--- config.mk ---
export PLATFORM = sky130hd
export DESIGN_NAME = amf_auto_measure
export DESIGN_NICKNAME = d
export VERILOG_FILES = /design/src/rtl/amf_pkg.sv /design/src/rtl/amf_auto_measure.sv
export VERILOG_INCLUDE_DIRS = /design/src /design/src/rtl
export SDC_FILE = /design/constraint.sdc
export NUM_CORES = 2
export LEC_CHECK = 0
export BUFFER_PORTS_ARGS = -buffer_cell sky130_fd_sc_hd__buf_2
export CAP_MARGIN = 0
export CORE_MARGIN = 5
export CORE_UTILIZATION = 50
export CTS_BUF_LIST = sky130_fd_sc_hd__clkbuf_8
export CTS_CLUSTER_SIZE = 20
export DETAILED_ROUTE_END_ITERATION = 8
export PLACE_DENSITY = 0.66
export SYNTH_ARGS = -nofsm -noshare
export SYNTH_HDL_FRONTEND = slang
export SYNTH_SLANG_ARGS = --single-unit
--- constraint.sdc ---
create_clock -name mclk_in -period 7.9 [get_ports mclk_in]
set_input_delay 1.58 -clock mclk_in [delete_from_list [all_inputs] [get_ports mclk_in]]
set_output_delay 1.58 -clock mclk_in [all_outputs]
set_load 0.03 [all_outputs]
--- src/rtl/amf_consts.svh ---
// constants for the automatic measurement, filter and result fifo core
`ifndef AMF_CONSTS_SVH
`define AMF_CONSTS_SVH
// -----------------------------------------------------------------
// operation word layout and reset
// -----------------------------------------------------------------
`define AMF_OP_RESET       16'h0000
`define AMF_OP_THR_HI      12
`define AMF_OP_THR_LO      8
`define AMF_OP_MODE_HI     7
`define AMF_OP_MODE_LO     6
`define AMF_OP_DLY_HI      3
`define AMF_OP_DLY_LO      0
`define AMF_MODE_OFF       2'h0
`define AMF_MODE_FULL      2'h1
// -----------------------------------------------------------------
// channel configuration word fields
// -----------------------------------------------------------------
`define AMF_CFG_RATIO_HI   10
`define AMF_CFG_RATIO_LO   8
`define AMF_CFG_FILT_HI    7
`define AMF_CFG_FILT_LO    5
// -----------------------------------------------------------------
// fifo size and sticky flag positions
// -----------------------------------------------------------------
`define AMF_FIFO_DEPTH     6'h20
`define AMF_FIFO_UPD_MAX   6'h1F
`define AMF_FLAG_FULL      2
`define AMF_FLAG_THR       1
// -----------------------------------------------------------------
// timing: clock, oscillator, busy flash, delay codes in ms
// -----------------------------------------------------------------
`define AMF_CLK_NS         20
`define AMF_OSC_PERIOD_NS  160
`define AMF_BUSY_NS        100
`define AMF_BUSY_CYC       ((`AMF_BUSY_NS + `AMF_CLK_NS - 1) / `AMF_CLK_NS)
`define AMF_DLY1_MS        5
`define AMF_DLY2_MS        10
`define AMF_DLY3_MS        20
`define AMF_DLY4_MS        50
`define AMF_DLY5_MS        100
`define AMF_DLY6_MS        200
`define AMF_DLY7_MS        500
`define AMF_DLY8_MS        1000
`define AMF_DLY9_MS        2000
`define AMF_DLY10_MS       5000
`define AMF_DLY11_MS       10000
`define AMF_DLY12_MS       20000
`define AMF_DLY_MAX_MS     60000
`endif

--- src/rtl/amf_pkg.sv ---
// types shared by the measurement core and its users
package amf_pkg;
  // scheduler states, one-hot
  typedef enum logic [2:0] {
    AMF_IDLE = 3'b001,
    AMF_CONV = 3'b010,
    AMF_SKIP = 3'b100
  } amf_state_e;

  // operation control word
  typedef struct packed {
    logic [2:0] spare_hi;
    logic [4:0] thr;
    logic [1:0] mode;
    logic [1:0] spare_mid;
    logic [3:0] delay;
  } amf_op_s;

  // one fifo entry
  typedef struct packed {
    logic [23:0] temp;
    logic [23:0] pres;
  } amf_pair_s;

  // register state of the core, apart from the fifo memory and read port
  typedef struct packed {
    amf_op_s    op;
    logic [15:0] cfg_p;
    logic [15:0] cfg_t;
    amf_state_e fsm;
    logic        auto_on;
    logic        stopping;
    logic [4:0]  ratio_cnt;
    logic [31:0] dly_cnt;
    logic        dly_done;
    logic        need_t;
    logic        need_p;
    logic        cur_t;
    logic        set_auto;
    logic [2:0]  busy_cnt;
    logic        seed_t;
    logic        seed_p;
    amf_pair_s   filt;
    logic [4:0]  wr;
    logic [4:0]  rd;
    logic [5:0]  count;
    logic        flag_full;
    logic        flag_thr;
    logic        adc_start;
    logic        refused;
    logic        svc_ok;
    logic        busy;
    logic [2:0]  osc_sync;
    logic        osc_lvl;
  } amf_state_s;
endpackage : amf_pkg

--- src/rtl/amf_auto_measure.sv ---
// measurement scheduler, moving-average filter and 32-pair result fifo
`timescale 1ns/1ps
`include "amf_consts.svh"

// Contract
// - operation word holds threshold 12:8, fifo mode 7:6, delay 3:0; resets zero.
// - delay codes map 5 ms up to 20 s; codes 13 and above give 60 s.
// - delay runs from end of one measurement set to start of next.
// - non-off delay starts auto mode at once unless both ratios are off.
// - auto mode ignores conversion and configuration write commands.
// - auto mode refuses service commands.
// - delay off stops new triggers, finishes running set, clears ratio counter.
// - each channel converts on events chosen by its ratio; last temperature reused.
// - events where neither channel is due convert nothing.
// - empty event still runs master clock briefly and flashes busy.
// - filter output is previous minus previous/k plus sample/k.
// - first result after filter enable seeds it; reseed only after off/on.
// - fifo holds 32 pairs, returned oldest first.
// - fifo mode 0 off, 1 stop when full, 2 or 3 overwrite oldest.
// - stop mode discards results once 32 unread pairs are stored.
// - overwrite mode keeps cycling; at most 31 pairs retrievable.
// - read cursor advances when a fifo read starts, even if aborted.
// - threshold n raises flag at n unread entries; zero never raises it.
// - fifo flags evaluated only at conversion end; storage continues to 32.
// - non-off fifo mode stores results until mode written back to off.
// - fifo mode off empties fifo and resets both cursors.
// - fifo stores results of single and automatic conversions.
// - ratio field 10:8 decodes off,1,2,4,8,16,32,32.
// - filter field 7:5 decodes off,2,4,8,16,32,32,32.
// - full and threshold flags stay set until host writes one to clear.
module amf_auto_measure #(
  parameter int unsigned TICKS_PER_MS = 1000000 / `AMF_OSC_PERIOD_NS
) (
  // clock, reset, oscillator pin
  input  wire logic               mclk_in,
  input  wire logic               rst_n_in,
  input  wire logic               osc_clk_in,
  // decoded host commands
  input  wire logic               op_wr_in,
  input  wire amf_pkg::amf_op_s   op_data_in,
  input  wire logic               conv_cmd_in,
  input  wire logic               conv_chan_in,
  input  wire logic               cfg_wr_in,
  input  wire logic               cfg_sel_in,
  input  wire logic [15:0]        cfg_data_in,
  input  wire logic               service_cmd_in,
  input  wire logic               fifo_rd_in,
  input  wire logic               flag_clr_in,
  input  wire logic [7:0]         flag_clr_data_in,
  // converter handshake
  input  wire logic               adc_done_in,
  input  wire logic [23:0]        adc_result_in,
  output logic                    adc_start_out,
  output logic                    adc_chan_out,
  // status and data
  output amf_pkg::amf_op_s        op_data_out,
  output amf_pkg::amf_pair_s      fifo_data_out,
  output logic                    fifo_valid_out,
  output logic [5:0]              fifo_count_out,
  output amf_pkg::amf_pair_s      result_out,
  output logic                    flag_full_out,
  output logic                    flag_thresh_out,
  output logic                    auto_active_out,
  output logic                    serial_busy_output_out,
  output logic                    mclk_en_out,
  output logic                    cmd_refused_out,
  output logic                    service_accept_out
);
  import amf_pkg::*;

  // -----------------------------------------------------------------
  // decode helpers
  // -----------------------------------------------------------------
  // ratio code to a counter mask; due when masked counter is zero
  function automatic logic [4:0] ratio_mask(input logic [2:0] code);
    unique case (code)
      3'h1:    ratio_mask = 5'h00;
      3'h2:    ratio_mask = 5'h01;
      3'h3:    ratio_mask = 5'h03;
      3'h4:    ratio_mask = 5'h07;
      3'h5:    ratio_mask = 5'h0F;
      default: ratio_mask = 5'h1F;
    endcase
  endfunction : ratio_mask

  function automatic logic is_due(input logic [15:0] cfg,
                                  input logic [4:0]  cnt);
    logic [2:0] r;
    r = cfg[`AMF_CFG_RATIO_HI:`AMF_CFG_RATIO_LO];
    is_due = (r != 3'h0) && ((cnt & ratio_mask(r)) == 5'h00);
  endfunction : is_due

  // filter code to shift, k = 2**shift
  function automatic logic [2:0] filt_shift(input logic [2:0] code);
    unique case (code)
      3'h1:    filt_shift = 3'h1;
      3'h2:    filt_shift = 3'h2;
      3'h3:    filt_shift = 3'h3;
      3'h4:    filt_shift = 3'h4;
      default: filt_shift = 3'h5;
    endcase
  endfunction : filt_shift

  // moving average step; unseeded or off passes the sample
  function automatic logic [23:0] filt_step(input logic [23:0] prev,
                                            input logic [23:0] x,
                                            input logic [2:0]  code,
                                            input logic        seeded);
    logic [2:0] s;
    s = filt_shift(code);
    if (code == 3'h0 || !seeded)
      filt_step = x;
    else
      filt_step = prev - (prev >> s) + (x >> s);
  endfunction : filt_step

  // delay code to oscillator ticks; long codes clamp to 60 s
  function automatic logic [31:0] dly_ticks(input logic [3:0] code);
    int unsigned ms;
    unique case (code)
      4'h1:    ms = `AMF_DLY1_MS;
      4'h2:    ms = `AMF_DLY2_MS;
      4'h3:    ms = `AMF_DLY3_MS;
      4'h4:    ms = `AMF_DLY4_MS;
      4'h5:    ms = `AMF_DLY5_MS;
      4'h6:    ms = `AMF_DLY6_MS;
      4'h7:    ms = `AMF_DLY7_MS;
      4'h8:    ms = `AMF_DLY8_MS;
      4'h9:    ms = `AMF_DLY9_MS;
      4'hA:    ms = `AMF_DLY10_MS;
      4'hB:    ms = `AMF_DLY11_MS;
      4'hC:    ms = `AMF_DLY12_MS;
      default: ms = `AMF_DLY_MAX_MS;
    endcase
    dly_ticks = 32'(ms * TICKS_PER_MS);
  endfunction : dly_ticks

  // -----------------------------------------------------------------
  // state
  // -----------------------------------------------------------------
  amf_state_s st;
  amf_state_s next_st;
  amf_pair_s  mem [0:31];
  amf_pair_s  rd_data;
  logic       rd_valid;
  logic       push;
  logic       osc_tick;
  logic       due_t;
  logic       due_p;

  // -----------------------------------------------------------------
  // next-state logic
  // -----------------------------------------------------------------
  always_comb begin
    next_st = st;
    next_st.adc_start = 1'b0;
    next_st.refused = 1'b0;
    next_st.svc_ok = 1'b0;
    push = 1'b0;
    due_t = is_due(st.cfg_t, st.ratio_cnt);
    due_p = is_due(st.cfg_p, st.ratio_cnt);

    // oscillator edge: level moves only when stages two and three agree
    next_st.osc_sync = {st.osc_sync[1:0], osc_clk_in};
    osc_tick = (st.osc_sync[1] == st.osc_sync[2]) && st.osc_sync[2]
               && !st.osc_lvl;
    if (st.osc_sync[1] == st.osc_sync[2])
      next_st.osc_lvl = st.osc_sync[2];

    // delay timer counts only while idle between sets
    if (st.auto_on && st.fsm == AMF_IDLE && !st.dly_done && osc_tick) begin
      if (st.dly_cnt + 32'h1 >= dly_ticks(st.op.delay))
        next_st.dly_done = 1'b1;
      else
        next_st.dly_cnt = st.dly_cnt + 32'h1;
    end

    // operation word write
    if (op_wr_in) begin
      next_st.op = op_data_in;
      if (op_data_in.mode == `AMF_MODE_OFF) begin
        next_st.wr = 5'h00;
        next_st.rd = 5'h00;
        next_st.count = 6'h00;
      end
      if (op_data_in.delay == 4'h0) begin
        if (st.auto_on)
          next_st.stopping = 1'b1;
      end else if (!st.auto_on &&
                   (st.cfg_p[`AMF_CFG_RATIO_HI:`AMF_CFG_RATIO_LO] != 3'h0 ||
                    st.cfg_t[`AMF_CFG_RATIO_HI:`AMF_CFG_RATIO_LO] != 3'h0))
      begin
        next_st.auto_on = 1'b1;
        next_st.stopping = 1'b0;
        next_st.dly_done = 1'b1;
        next_st.dly_cnt = 32'h0;
      end
    end

    // configuration write, locked out in auto mode
    if (cfg_wr_in) begin
      if (st.auto_on) begin
        next_st.refused = 1'b1;
      end else if (cfg_sel_in) begin
        next_st.cfg_t = cfg_data_in;
        if (cfg_data_in[`AMF_CFG_FILT_HI:`AMF_CFG_FILT_LO] == 3'h0)
          next_st.seed_t = 1'b0;
      end else begin
        next_st.cfg_p = cfg_data_in;
        if (cfg_data_in[`AMF_CFG_FILT_HI:`AMF_CFG_FILT_LO] == 3'h0)
          next_st.seed_p = 1'b0;
      end
    end

    // service class commands
    if (service_cmd_in) begin
      if (st.auto_on)
        next_st.refused = 1'b1;
      else
        next_st.svc_ok = 1'b1;
    end
    if (conv_cmd_in && st.auto_on)
      next_st.refused = 1'b1;

    // fifo read: cursor moves as the read starts
    // a same-cycle mode-off write has already emptied it: no underflow
    if (fifo_rd_in && next_st.count != 6'h00) begin
      next_st.rd = st.rd + 5'h01;
      next_st.count = next_st.count - 6'h01;
    end

    // sticky flags: write one to clear, later set wins
    if (flag_clr_in) begin
      if (flag_clr_data_in[`AMF_FLAG_FULL])
        next_st.flag_full = 1'b0;
      if (flag_clr_data_in[`AMF_FLAG_THR])
        next_st.flag_thr = 1'b0;
    end

    // scheduler
    unique case (st.fsm)
      AMF_IDLE: begin
        if (st.stopping) begin
          next_st.auto_on = 1'b0;
          next_st.stopping = 1'b0;
          next_st.ratio_cnt = 5'h00;
        end else if (st.auto_on && st.dly_done) begin
          next_st.dly_done = 1'b0;
          next_st.dly_cnt = 32'h0;
          if (!due_t && !due_p) begin
            next_st.fsm = AMF_SKIP;
            next_st.busy_cnt = 3'(`AMF_BUSY_CYC);
            next_st.ratio_cnt = st.ratio_cnt + 5'h01;
          end else begin
            next_st.need_t = due_t;
            next_st.need_p = due_p;
            next_st.cur_t = due_t;
            next_st.set_auto = 1'b1;
            next_st.adc_start = 1'b1;
            next_st.fsm = AMF_CONV;
          end
        end else if (conv_cmd_in && !st.auto_on) begin
          next_st.need_t = conv_chan_in;
          next_st.need_p = !conv_chan_in;
          next_st.cur_t = conv_chan_in;
          next_st.set_auto = 1'b0;
          next_st.adc_start = 1'b1;
          next_st.fsm = AMF_CONV;
        end
      end
      AMF_CONV: begin
        if (adc_done_in) begin
          if (st.cur_t) begin
            next_st.filt.temp = filt_step(st.filt.temp, adc_result_in,
              st.cfg_t[`AMF_CFG_FILT_HI:`AMF_CFG_FILT_LO], st.seed_t);
            next_st.seed_t =
              st.cfg_t[`AMF_CFG_FILT_HI:`AMF_CFG_FILT_LO] != 3'h0;
            next_st.need_t = 1'b0;
          end else begin
            next_st.filt.pres = filt_step(st.filt.pres, adc_result_in,
              st.cfg_p[`AMF_CFG_FILT_HI:`AMF_CFG_FILT_LO], st.seed_p);
            next_st.seed_p =
              st.cfg_p[`AMF_CFG_FILT_HI:`AMF_CFG_FILT_LO] != 3'h0;
            next_st.need_p = 1'b0;
          end
          if (st.cur_t && st.need_p) begin
            next_st.cur_t = 1'b0;
            next_st.adc_start = 1'b1;
          end else begin
            // set complete: store pair, restart the delay timer
            next_st.fsm = AMF_IDLE;
            next_st.dly_cnt = 32'h0;
            if (st.set_auto)
              next_st.ratio_cnt = st.ratio_cnt + 5'h01;
            push = (st.op.mode != `AMF_MODE_OFF) &&
                   !(op_wr_in && op_data_in.mode == `AMF_MODE_OFF);
          end
        end
      end
      AMF_SKIP: begin
        next_st.busy_cnt = st.busy_cnt - 3'h1;
        if (st.busy_cnt == 3'h1)
          next_st.fsm = AMF_IDLE;
      end
      default: next_st.fsm = AMF_IDLE;
    endcase

    // fifo store; flags only looked at when a set completes
    if (push) begin
      if (st.op.mode == `AMF_MODE_FULL) begin
        if (next_st.count != `AMF_FIFO_DEPTH) begin
          next_st.wr = st.wr + 5'h01;
          next_st.count = next_st.count + 6'h01;
        end
      end else begin
        next_st.wr = st.wr + 5'h01;
        if (next_st.count == `AMF_FIFO_UPD_MAX)
          next_st.rd = next_st.rd + 5'h01;
        else
          next_st.count = next_st.count + 6'h01;
      end
      if (next_st.count == `AMF_FIFO_DEPTH)
        next_st.flag_full = 1'b1;
      if (st.op.thr != 5'h00 && next_st.count >= {1'b0, st.op.thr})
        next_st.flag_thr = 1'b1;
    end

    next_st.busy = next_st.fsm != AMF_IDLE;
  end

  // -----------------------------------------------------------------
  // registers
  // -----------------------------------------------------------------
  always_ff @(posedge mclk_in) begin
    if (!rst_n_in) begin
      st <= '0;
      st.op <= `AMF_OP_RESET;
      st.fsm <= AMF_IDLE;
    end else begin
      st <= next_st;
    end
  end

  // pair storage; a discarded push in stop mode leaves wr unmoved
  always_ff @(posedge mclk_in) begin
    if (push && next_st.wr != st.wr)
      mem[st.wr] <= next_st.filt;
  end

  // read port, oldest entry first
  always_ff @(posedge mclk_in) begin
    if (!rst_n_in) begin
      rd_data <= '0;
      rd_valid <= 1'b0;
    end else begin
      rd_valid <= fifo_rd_in && st.count != 6'h00;
      if (fifo_rd_in && st.count != 6'h00)
        rd_data <= mem[st.rd];
    end
  end

  // outputs, all from flops
  assign adc_start_out          = st.adc_start;
  assign adc_chan_out           = st.cur_t;
  assign op_data_out            = st.op;
  assign fifo_data_out          = rd_data;
  assign fifo_valid_out         = rd_valid;
  assign fifo_count_out         = st.count;
  assign result_out             = st.filt;
  assign flag_full_out          = st.flag_full;
  assign flag_thresh_out        = st.flag_thr;
  assign auto_active_out        = st.auto_on;
  assign serial_busy_output_out = st.busy;
  assign mclk_en_out            = st.busy;
  assign cmd_refused_out        = st.refused;
  assign service_accept_out     = st.svc_ok;
endmodule : amf_auto_measure

==> flow_summary.yaml <==
route:
  dr_total_vias: 44500
  drt_wl_total_mm: 198
  ant_nets: 0
  viasPerCell: 5.99
  wl_per_cell_um: 26.6
  route.detailed.drc: 0
  dr.first_iter.drc_count: 4251
  drt_pass1_iterations: 6
cts:
  root_buffer: "clkbuf_8"
  postCtsSetupBuffers: 0
  cts_made_buffers: 300
  cts.htree.levels: 5
  clock_path_buffers: 4
  cts_tree: "yes"
  clock_sinks: 1753
  insertion_delay_ns: 1.00
  path_clk_slew_ns: 0.06
hold_path:
  hp-start: "next_st[2]"
  whs_path_depth: 1
  hold_path.class: "reg2reg"
  holdPathEnd: "next_st[3]"
layout:
  final_nets: 5532
  final_util_pct: 56.1
  syn2layout_area_growth_pct: 11.9
  layout-drive-gt1-share_pct: 24.5
die:
  die_w_um: 408
  row_count: 146
  initial_core_util_pct: 50.1
  core_area_um2: 158000
  die_area_um2: 166000
  io_pins: 204
  die_h_um: 408
synth:
  ys_seq_elements: 1753
  syn_avg_cell_area_um2: 16.3
  yosys-top-cells-count: "1536 x edfxtp_1, 485 x mux4_2, 321 x nor2_1, 217 x dfxtp_1, 215 x nand2_1"
  syn_inst: 4843
  ys_warn_count: 0
  yosysTopAreaCell: "edfxtp_1"
  synth_top_area_share_pct: 58.3
  ys_types: 87
  ys_seq_area_share_pct: 63.8
  syn-cell-area_um2: 79100
  postSynthNetCount: 5216
  synth_async_sr_flop_share_pct: 0
  synth_area_leaders: "edfxtp_1 58%, mux4_2 14%, dfxtp_1 5.5%"
  synth.most_common_cell: "edfxtp_1"
  synth_edf_count: 1536
  synth_flop_cell: "edfxtp_1"
power_and_ir_drop:
  report.power.total_mw: 23.6
  p_leak_nw: 27.2
  ir_worst_vdd_mv: 0.376
  power_density_nw_per_um2: 267
sta:
  fmax_mhz: 140
  slew_headroom_pct: 10.1
  slew_violations: 0
  finalHoldViolCount: 0
  finClkSkew_ns: 0.0826
  worst_pin_slew_ns: 1.35
  period_needed_ns: 7.15
  timing.final.crit_share_pct: 90.5
  rsz0062_at_grt: "no"
  timing.setup.tns_ns: 0
  finalSetupViolCount: 0
global_route:
  grt_start_max_net_pins: 159
  grtUsageTotal_pct: 23.8
  antenna_found_initial: 3
  overflow: 0
  grt_pass1_wl_mm: 295
  grt_pass1_vias: 45300
setup_path:
  rr_endpoint: "st[114]"
  r2r_slack_ns: 0.75
  ff2ff_path_depth: 29
  critPathMaxFanout: 27
  slowest_stage: "dfxtp_1"
  arrival_ns: 7.96
  end_kind: "flip-flop"
  cpPeakStageDelay_ns: 0.51
  cp_data_required_time_ns: 8.71
  start_kind: "flip-flop"
  worstSetupPathType: "reg2reg"
status:
  status: "complete, no violations"
placement:
  place_congestion: 0.862
  dp_hpwl_mm: 114
  numPortBuffers: 187
job:
  drv_cap: 0
worst max-delay path, delay by kind of cell, from the launching register on:
kind	cells	cell delay [ns]
XOR/XNOR	2	0.26
adder cells (fa/ha/maj)	7	2.69
flip-flops	1	0.51
AO/OA/AOI/OAI	9	2.21
AND/OR/NAND/NOR	6	0.92
buffers and inverters	5	0.46
stage by stage:
step / std cells / setup slack (ns) / hold slack, ns / instance area, um^2
floorplan: 4843 / 0.936 / 0.412 / 79100
global placement: 6929 / 0.635 / 0.423 / 83200
detailed placement: 6929 / 0.594 / 0.423 / 83200
CTS: 7438 / 0.556 / 0.434 / 88500
global route: 7440 / 0.244 / 0.465 / 88500
finish: 7440 / 0.748 / 0.436 / 88500
layer usage:
metal / vias up / part of all wire [%] / global-route usage, %
met3: 333 / 7.2 / 4.39
li1: 19500 / - / -
met4: 0 / 2.5 / 6.77
met2: 1679 / 50 / 40.4
met1: 23000 / 41 / 31.7
met5: - / 0 / 0
flip-flops by register name (all words and copies together) (netlist names), 2 cells and up, named ones only:
register / flops
next_st: 2
fifo_count_out: 6
st: 73
fifo_data_out: 48
result_out: 48
op_data_out: 16
mem: 1536
cells by family (layout without fill, tap and decap cells):
| family | count (synthesis) | count (layout) | synth area share (%) |
|---|---|---|---|
| compound gates | 582 | 582 | 4.67 |
| xor+xnor | 123 | 123 | 1.36 |
| fa+ha+maj | 297 | 297 | 5.51 |
| buf+inv | 520 | 1043 | 2.84 |
| flops | 1753 | 1753 | 63.8 |
| mux | 720 | 720 | 16.8 |
| other cells | 0 | 2 | 0 |
| simple gates | 848 | 848 | 4.98 |
placed cells by master (no fill, tap or decap), drive strengths merged, types with 54 or more instances in the layout:
master / synthesis / routed
fa: 85 / 85
xnor2: 69 / 69
clkinv: 4 / 98
xor2: 54 / 54
clkbuf: 177 / 317
mux2i: 212 / 212
o21ai: 119 / 119
nor2: 321 / 321
buf: 134 / 325
nand2: 215 / 215
ha: 212 / 212
dfxtp: 217 / 217
a21oi: 188 / 188
a211oi: 75 / 75
mux4: 485 / 485
edfxtp: 1536 / 1536
nand3: 69 / 69
inv: 205 / 294
what timing repair did:
action / CTS / global route
resized for setup: 0 / 2
hold buffers: 0 / 0
endpoints found under the setup margin: 0 / 7
where the power goes:
group,switching [mW],total (mW),internal [mW]
registers,0.209,10.4,10.2
logic,3.36,5.87,2.52
clock network,3.50,7.35,3.85
total,7.06,23.6,16.5
layout make-up:
cell class	count	area [um^2]
Clock buffer	317	4360
Fill cell	12300	69300
Antenna cell	2	5.00
Timing Repair Buffer	325	2500
Tap cell	2072	2590
Clock inverter	192	921
Sequential cell	1753	50500
Multi-Input combinational cell	2570	26900
Inverter	209	790
worst max path at each step:
stage,to,slack (ns),cells after the start
CTS,st[90],0.56,29
detailed placement,st[95],0.59,29
global route,st[114],0.24,29
finish,st[114],0.75,29
global placement,st[87],0.63,28
floorplan,mem[28][0],0.94,19
No activity file was read; power rests on OpenSTA's default activity.
